--- src/logic/cala_pkg.sv ---
// constants, field layouts and carriers for the conditional alu add block
// assumes a 24-bit instruction word and 16-bit data registers by default
package cala_pkg;

   // instruction word fields
   localparam int unsigned TYPE_HI = 23;
   localparam int unsigned TYPE_LO = 19;
   localparam int unsigned DEST_BIT = 18;
   localparam int unsigned FUNC_HI = 17;
   localparam int unsigned FUNC_LO = 13;
   localparam int unsigned YOP_HI = 12;
   localparam int unsigned YOP_LO = 11;
   localparam int unsigned XOP_HI = 10;
   localparam int unsigned XOP_LO = 8;
   localparam int unsigned ZERO_HI = 7;
   localparam int unsigned ZERO_LO = 4;
   localparam int unsigned COND_HI = 3;
   localparam int unsigned COND_LO = 0;

   localparam logic [4:0] TYPE_COND_ALU = 5'h04;
   localparam logic [3:0] PAD_ZERO = 4'h0;
   localparam logic [4:0] FUNC_ADD_CARRY = 5'h12;
   localparam logic [4:0] FUNC_ADD = 5'h13;

   // y operand codes; the last one forces zero for the operand-plus-carry form
   localparam logic [1:0] YOP_Y0 = 2'h0;
   localparam logic [1:0] YOP_Y1 = 2'h1;
   localparam logic [1:0] YOP_FB = 2'h2;
   localparam logic [1:0] YOP_ZERO = 2'h3;

   // register indices on the plain port; x operand codes equal indices 0..7
   localparam logic [3:0] REG_X0 = 4'h0;
   localparam logic [3:0] REG_X1 = 4'h1;
   localparam logic [3:0] REG_RESULT = 4'h2;
   localparam logic [3:0] REG_MR0 = 4'h3;
   localparam logic [3:0] REG_MR1 = 4'h4;
   localparam logic [3:0] REG_MR2 = 4'h5;
   localparam logic [3:0] REG_SR0 = 4'h6;
   localparam logic [3:0] REG_SR1 = 4'h7;
   localparam logic [3:0] REG_Y0 = 4'h8;
   localparam logic [3:0] REG_Y1 = 4'h9;
   localparam logic [3:0] REG_FB = 4'hA;
   localparam logic [3:0] REG_STATUS = 4'hB;
   localparam int unsigned NUM_DATA_REGS = 11;
   localparam logic [7:0] STATUS_RESET = 8'h00;

   // status word bit positions
   localparam int unsigned ST_ZERO = 0;
   localparam int unsigned ST_NEG = 1;
   localparam int unsigned ST_OVF = 2;
   localparam int unsigned ST_CARRY = 3;
   localparam int unsigned ST_MAC_OVF = 6;

   // condition codes
   localparam logic [3:0] CC_EQ = 4'h0;
   localparam logic [3:0] CC_NE = 4'h1;
   localparam logic [3:0] CC_GT = 4'h2;
   localparam logic [3:0] CC_LE = 4'h3;
   localparam logic [3:0] CC_LT = 4'h4;
   localparam logic [3:0] CC_GE = 4'h5;
   localparam logic [3:0] CC_OVF = 4'h6;
   localparam logic [3:0] CC_NOT_OVF = 4'h7;
   localparam logic [3:0] CC_CARRY = 4'h8;
   localparam logic [3:0] CC_NOT_CARRY = 4'h9;
   localparam logic [3:0] CC_NEG = 4'hA;
   localparam logic [3:0] CC_POS = 4'hB;
   localparam logic [3:0] CC_MAC_OVF = 4'hC;
   localparam logic [3:0] CC_NOT_MAC_OVF = 4'hD;
   localparam logic [3:0] CC_NOT_CE = 4'hE;
   localparam logic [3:0] CC_ALWAYS = 4'hF;

   // decoded instruction fields
   typedef struct packed {
      logic [4:0] kind;
      logic       dest_fb;
      logic [4:0] func;
      logic [1:0] yop;
      logic [2:0] xop;
      logic [3:0] pad;
      logic [3:0] cond;
   } cala_instr_s;

endpackage

--- src/logic/cala_core.sv ---
// conditional alu add / add with carry with its operand registers and status word
// assumes one clock, a sequencer presenting one instruction per strobe, and a
// plain register port driven from the same clock
//
// The register addresses and the address-and-strobe port were decided locally.
`timescale 1ns/10ps
module cala_core #(
   parameter int unsigned DW = 16
) (
   // clock, reset, enable
   input  wire logic          clk_i,
   input  wire logic          rst_b_i,
   input  wire logic          en_i,
   // instruction from the sequencer
   input  wire logic          instr_valid_i,
   input  wire logic [23:0]   instr_i,
   input  wire logic          ce_expired_i,
   // register port
   input  wire logic [3:0]    reg_addr_i,
   input  wire logic [DW-1:0] reg_wdata_i,
   input  wire logic          reg_we_i,
   input  wire logic          reg_re_i,
   output logic      [DW-1:0] reg_rdata_o,
   // results
   output logic               done_o,
   output logic               executed_o,
   output logic      [DW-1:0] result_o,
   output logic      [DW-1:0] feedback_o,
   output logic      [7:0]    status_o
);

   // reset release through two flip-flops
   logic rst_s1_q;
   logic rst_n_q;
   always_ff @(posedge clk_i or negedge rst_b_i) begin
      if (!rst_b_i) begin
         rst_s1_q <= 1'b0;
         rst_n_q  <= 1'b0;
      end else begin
         rst_s1_q <= 1'b1;
         rst_n_q  <= rst_s1_q;
      end
   end

   // condition evaluation against the status word
   function automatic logic cond_true(input logic [3:0] cc, input logic [7:0] st, input logic ce);
      logic z;
      logic n;
      logic v;
      logic c;
      logic m;
      logic r;
      z = st[cala_pkg::ST_ZERO];
      n = st[cala_pkg::ST_NEG];
      v = st[cala_pkg::ST_OVF];
      c = st[cala_pkg::ST_CARRY];
      m = st[cala_pkg::ST_MAC_OVF];
      case (cc)
         cala_pkg::CC_EQ:          r = z;
         cala_pkg::CC_NE:          r = !z;
         cala_pkg::CC_GT:          r = !(n ^ v) && !z;
         cala_pkg::CC_LE:          r = (n ^ v) || z;
         cala_pkg::CC_LT:          r = n ^ v;
         cala_pkg::CC_GE:          r = !(n ^ v);
         cala_pkg::CC_OVF:         r = v;
         cala_pkg::CC_NOT_OVF:     r = !v;
         cala_pkg::CC_CARRY:       r = c;
         cala_pkg::CC_NOT_CARRY:   r = !c;
         cala_pkg::CC_NEG:         r = n;
         cala_pkg::CC_POS:         r = !n;
         cala_pkg::CC_MAC_OVF:     r = m;
         cala_pkg::CC_NOT_MAC_OVF: r = !m;
         cala_pkg::CC_NOT_CE:      r = !ce;
         default:                  r = 1'b1;
      endcase
      return r;
   endfunction

   // state
   logic [DW-1:0] regs_q [cala_pkg::NUM_DATA_REGS];
   logic [DW-1:0] regs_d [cala_pkg::NUM_DATA_REGS];
   logic [7:0]    status_q;
   logic [7:0]    status_d;
   logic [DW-1:0] rdata_q;
   logic [DW-1:0] rdata_d;
   logic          done_q;
   logic          done_d;
   logic          exec_q;
   logic          exec_d;

   // decode and datapath
   cala_pkg::cala_instr_s ins;
   logic          is_type;
   logic          is_add;
   logic          use_carry;
   logic          fire;
   logic [DW-1:0] x_op;
   logic [DW-1:0] y_op;
   logic [DW:0]   sum_ext;
   logic [DW-1:0] sum;
   logic          carry_out;
   logic          ovf;

   assign ins = cala_pkg::cala_instr_s'(instr_i);
   assign is_type = (ins.kind == cala_pkg::TYPE_COND_ALU) && (ins.pad == cala_pkg::PAD_ZERO);
   assign is_add = (ins.func == cala_pkg::FUNC_ADD_CARRY) || (ins.func == cala_pkg::FUNC_ADD);
   assign use_carry = (ins.func == cala_pkg::FUNC_ADD_CARRY) && status_q[cala_pkg::ST_CARRY];
   assign fire = en_i && instr_valid_i && is_type && is_add && cond_true(ins.cond, status_q, ce_expired_i);

   // operand selection, x codes map onto register indices
   always_comb begin
      x_op = regs_q[ins.xop];
      case (ins.yop)
         cala_pkg::YOP_Y0: y_op = regs_q[cala_pkg::REG_Y0];
         cala_pkg::YOP_Y1: y_op = regs_q[cala_pkg::REG_Y1];
         cala_pkg::YOP_FB: y_op = regs_q[cala_pkg::REG_FB];
         default:          y_op = '0;
      endcase
   end

   // binary sum with carry-in and flag terms
   assign sum_ext   = {1'b0, x_op} + {1'b0, y_op} + {{DW{1'b0}}, use_carry};
   assign sum       = sum_ext[DW-1:0];
   assign carry_out = sum_ext[DW];
   assign ovf       = (x_op[DW-1] == y_op[DW-1]) && (sum[DW-1] != x_op[DW-1]);

   // next state: bus writes first, an executing add wins on its own targets
   always_comb begin
      regs_d   = regs_q;
      status_d = status_q;
      rdata_d  = rdata_q;
      done_d   = done_q;
      exec_d   = exec_q;
      if (en_i) begin
         done_d  = instr_valid_i;
         exec_d  = fire;
         rdata_d = '0;
         if (reg_re_i) begin
            if (reg_addr_i < cala_pkg::REG_STATUS) begin
               rdata_d = regs_q[reg_addr_i];
            end else if (reg_addr_i == cala_pkg::REG_STATUS) begin
               rdata_d = DW'(status_q);
            end
         end
         if (reg_we_i) begin
            if (reg_addr_i < cala_pkg::REG_STATUS) begin
               regs_d[reg_addr_i] = reg_wdata_i;
            end else if (reg_addr_i == cala_pkg::REG_STATUS) begin
               status_d = reg_wdata_i[7:0];
            end
         end
         if (fire) begin
            if (ins.dest_fb) begin
               regs_d[cala_pkg::REG_FB] = sum;
            end else begin
               regs_d[cala_pkg::REG_RESULT] = sum;
            end
            status_d = status_q;
            status_d[cala_pkg::ST_ZERO]  = (sum == '0);
            status_d[cala_pkg::ST_NEG]   = sum[DW-1];
            status_d[cala_pkg::ST_OVF]   = ovf;
            status_d[cala_pkg::ST_CARRY] = carry_out;
         end
      end
   end

   // registers
   always_ff @(posedge clk_i or negedge rst_n_q) begin
      if (!rst_n_q) begin
         for (int i = 0; i < cala_pkg::NUM_DATA_REGS; i++) begin
            regs_q[i] <= '0;
         end
         status_q <= cala_pkg::STATUS_RESET;
         rdata_q  <= '0;
         done_q   <= 1'b0;
         exec_q   <= 1'b0;
      end else begin
         regs_q   <= regs_d;
         status_q <= status_d;
         rdata_q  <= rdata_d;
         done_q   <= done_d;
         exec_q   <= exec_d;
      end
   end

   // outputs straight from flip-flops
   assign reg_rdata_o = rdata_q;
   assign done_o      = done_q;
   assign executed_o  = exec_q;
   assign result_o    = regs_q[cala_pkg::REG_RESULT];
   assign feedback_o  = regs_q[cala_pkg::REG_FB];
   assign status_o    = status_q;

   // checks
   logic no_bus_wr;
   assign no_bus_wr = !reg_we_i;
endmodule

--- config.mk ---
export PLATFORM = sky130hd
export DESIGN_NAME = cala_core
export DESIGN_NICKNAME = d
export VERILOG_FILES = /design/src/logic/cala_pkg.sv /design/src/logic/cala_core.sv
export SDC_FILE = /design/constraint.sdc
export NUM_CORES = 1
export LEC_CHECK = 0
export BUFFER_PORTS_ARGS = -buffer_cell sky130_fd_sc_hd__clkbuf_2
export CORE_MARGIN = 2
export CORE_UTILIZATION = 61
export CTS_CLUSTER_SIZE = 10
export DETAILED_ROUTE_END_ITERATION = 8
export HOLD_SLACK_MARGIN = 0.02
export PLACE_DENSITY = 0.81
export SETUP_SLACK_MARGIN = 0.2
export SLEW_MARGIN = 5
export SYNTH_ARGS = -nofsm -noshare
export SYNTH_HDL_FRONTEND = slang
export SYNTH_SLANG_ARGS = --single-unit
export TNS_END_PERCENT = 20
--- constraint.sdc ---
create_clock -name clk_i -period 8.1 [get_ports clk_i]
set_input_delay 1.62 -clock clk_i [delete_from_list [all_inputs] [get_ports clk_i]]
set_output_delay 1.62 -clock clk_i [all_outputs]
set_load 0.005 [all_outputs]
==> flow_summary_export.csv <==
group,metric,value,unit
run_status,status,"finished, final reports clean",
timing,finalMaxSlewViolations,0,
synthesis,async_flop_share,100,%
synthesis,synthTopCellsByArea,"dfrtp_1, mux2_2, mux4_2, nor2_1, mux2i_1",
timing,clock.fmax,189,MHz
synthesis,avgSynthCellArea,11.9,sq um
critical_path,regToRegSetupSlack,4.50,ns
final_layout,drive_above_1_share,38.9,%
place,portBuffers,108,
power,combPwrFrac,28.2,%
job,drv_cap,0,
drt,route.detailed.wl_per_inst,24.9,um
synthesis,synth_area_leader_cell,"dfrtp_1",
synthesis,syn_inst,1031,
cts,cts_tree,"done",
critical_path,worst_r2r_endpoint,"status_o[0]$_DFFE_PN0P_",
timing,min_period,5.28,ns
place,pre_cts_ws,2.31,ns
power,power.leakage,5.85,nW
timing,fin_tns_setup,0,ns
final_layout,design_area,13300,sq um
synthesis,synth-seq-cells,204,
global_routing,grt_pass1_wl,52300,um
power,power_density,246,nW/um^2
cts,clkTransAtPathRegs,0.06,ns
timing,final_hold_viol_count,0,
drt,first_pass_iters,5,
synthesis,synth_top_area_share,41.7,%
final_layout,areaGrowthSynthToFinish,8.75,%
die,die_y,146,um
global_routing,track_usage,31.6,%
final_layout,layout_commonest_cell,"dfrtp_1",
cts,clock_latency,0.52,ns
timing,finClkSkew,0.00928,ns
die,io_pins,109,
cts,clockBufferDepth,3,
cts,cts-buffers-inserted,24,
drt,drt_iter0_drc,800,
synthesis,synth_cell_types,73,
place,detailed_place_hpwl,23200,um
global_routing,grt_max_degree,136,
final_layout,layout.cells.non_filler,1339,
power,power.share.switching,32.0,%
power,seqPwrFrac,43.1,%
place,place_inst,1308,
cts,ctsResizeCount,0,
final_layout,n_antenna_cell,0,
critical_path,critical_path.max_fanout,20,
critical_path,critPathKind,"primary input to flop",
critical_path,r2r_cells,11,
power,clockPowerShare,28.6,%
synthesis,synth_ff_type,"dfrtp_1",
global_routing,overflow,0,
place,place_congestion,0.964,
drt,dr_total_vias,9056,
final_layout,layout_common_cells,"dfrtp_1, mux2_2, clkbuf_2",
critical_path,arrival,5.72,ns
drt,ant_nets,0,
power,p_int,2.22,mW
global_routing,grt_pass1_vias,9151,
die,die-area,21200,sq um
min_path,worstHoldStart,"rst_s1_q$_DFF_PN0_",
cts,clock_sinks,204,
timing,setup_ws,2.82,ns
critical_path,worst-endpoint-required,8.54,ns
drt,drcViolationCount,0,
die,rows,51,
drt,viasPerCell,6.76,
die,die_w,146,um
cts,htreeDepth,1,
timing,rsz0062_at_grt,"no",
synthesis,syn_nets,1099,
cts,cts_setup_buffers,0,
power,p_sw,1.05,mW
die,coreArea,19600,sq um
synthesis,synth-edff-count,0,
power,ir_worst_vdd,0.184,mV
synthesis,ys_warn_count,0,
critical_path,critPathCaptureType,"flop",
timing,worstMarginPinSlew,1.23,ns
timing,slew-limit-headroom,18.1,%
min_path,min_to,"rst_n_q$_DFF_PN0_",
place,placed_cell_area,12700,sq um
synthesis,yosysSeqAreaShare,41.7,%
drt,drt_wl_total,33400,um
final_layout,fin_nets,1137,
critical_path,startpoint_type,"primary input",
critical_path,r2r-start,"result_o[4]$_DFFE_PN0P_",
cts,cts_hold_buf,0,
timing,period_share,65.2,%
cts,cts-root-buf,"clkbuf_16",
min_path,min_path_type,"flop to flop",
die,start_util,62.4,%
timing,setup_viol,0,
min_path,hold_depth,0,
global_routing,grt_antenna_before_repair,0,
synthesis,synth_area,12200,sq um
power groups by stage:
| stage | Combinational [mW] | Sequential (mW) | Clock, mW |
|---|---|---|---|
| after floorplan | 0.721 | 1.35 | 0 |
| after global placement | 0.877 | 1.40 | 0 |
| after detailed placement | 0.906 | 1.42 | 0 |
| after CTS | 0.914 | 1.40 | 0.949 |
| after global routing | 0.989 | 1.43 | 0.990 |
| final | 0.923 | 1.41 | 0.937 |
metal layers:
layer / wire length (um) / GRT usage [%] / vias to the layer above
met4: 1570 / 14.5 / 0
met2: 16300 / 52.2 / 486
li1: - / - / 3885
met1: 12900 / 41.8 / 4591
met5: 0 / 0 / -
met3: 2640 / 4.51 / 94
worst max-delay path by stage:
stage / start / to / slack (ns) / depth (start not counted)
6_report: instr_i[8] / status_o[0]$_DFFE_PN0P_ / 2.82 / 13
5_1_grt: instr_i[8] / status_o[0]$_DFFE_PN0P_ / 2.45 / 14
4_1_cts: instr_i[8] / status_o[0]$_DFFE_PN0P_ / 2.85 / 13
3_5_place_dp: instr_i[8] / status_o[0]$_DFFE_PN0P_ / 2.31 / 13
3_3_place_gp: instr_i[8] / status_o[0]$_DFFE_PN0P_ / 2.42 / 13
2_1_floorplan: rst_n_q$_DFF_PN0_ / done_o$_DFFE_PN0P_ / 1.99 / 0
cell type report:
class	count	area, sq um
timing repair buffer	124	676
sequential	204	5110
multi-input combinational	698	6470
tap	265	332
fill	1406	6290
clock inverter	1	16.3
inverter	17	63.8
clock buffer	30	633
flip-flops by register name, indices dropped and copies added, names as in the netlist:
register	cells
feedback_o	16
rst_n_q	1
rst_s1_q	1
result_o	16
status_o	8
executed_o	1
reg_rdata_o	16
done_o	1
regs_q	144
kinds of logic (layout without fill, tap and decap cells):
family                   Yosys count  after routing  synth area share (%)
multiplexers                     265            265                  29.9
XOR/XNOR                           8              8                 0.573
flip-flops                       204            204                  41.7
AO/OA/AOI/OAI                    200            200                  12.1
adder cells (fa/ha/maj)           17             17                  1.86
AND/OR/NAND/NOR                  207            207                  8.36
other                              1              1                0.0307
buffers and inverters            129            172                  5.44
worst max-delay path: stages:
cell and delay (ns):
clkbuf_2 0.46, buf_4 0.49, mux4_2 0.55, mux2_2 0.27
ha_1 0.41, a21o_4 0.28, a31oi_2 0.20, nand2_1 0.10
a2111oi_0 0.59, o311ai_0 0.23, nor4_1 0.20, a41oi_1 0.15
a21oi_1 0.15
synth_stat cells, types with 5 or more instances:
library cell,n
a211oi_1,38
a211oi_2,8
a21o_1,5
a21oi_1,55
buf_1,6
buf_2,19
buf_4,32
buf_6,5
clkbuf_1,50
dfrtp_1,204
ha_1,15
inv_1,17
mux2_2,165
mux2i_1,36
mux4_2,64
nand2_1,29
nand2b_1,5
nand3_1,7
nor2_1,102
nor2b_1,17
nor3_1,12
o21ai_0,33
o22ai_1,13
metrics by stage:
| step | utilization (%) | power (mW) | hold WS, ns |
|---|---|---|---|
| detailed placement | 64.6 | 2.32 | 0.350 |
| CTS | 67.9 | 3.26 | 0.359 |
| global placement | 64.6 | 2.28 | 0.336 |
| global route | 67.9 | 3.41 | 0.360 |
| finish | 67.9 | 3.27 | 0.353 |
| floorplan | - | 2.07 | 0.331 |
(Power assumes the default switching activity.)
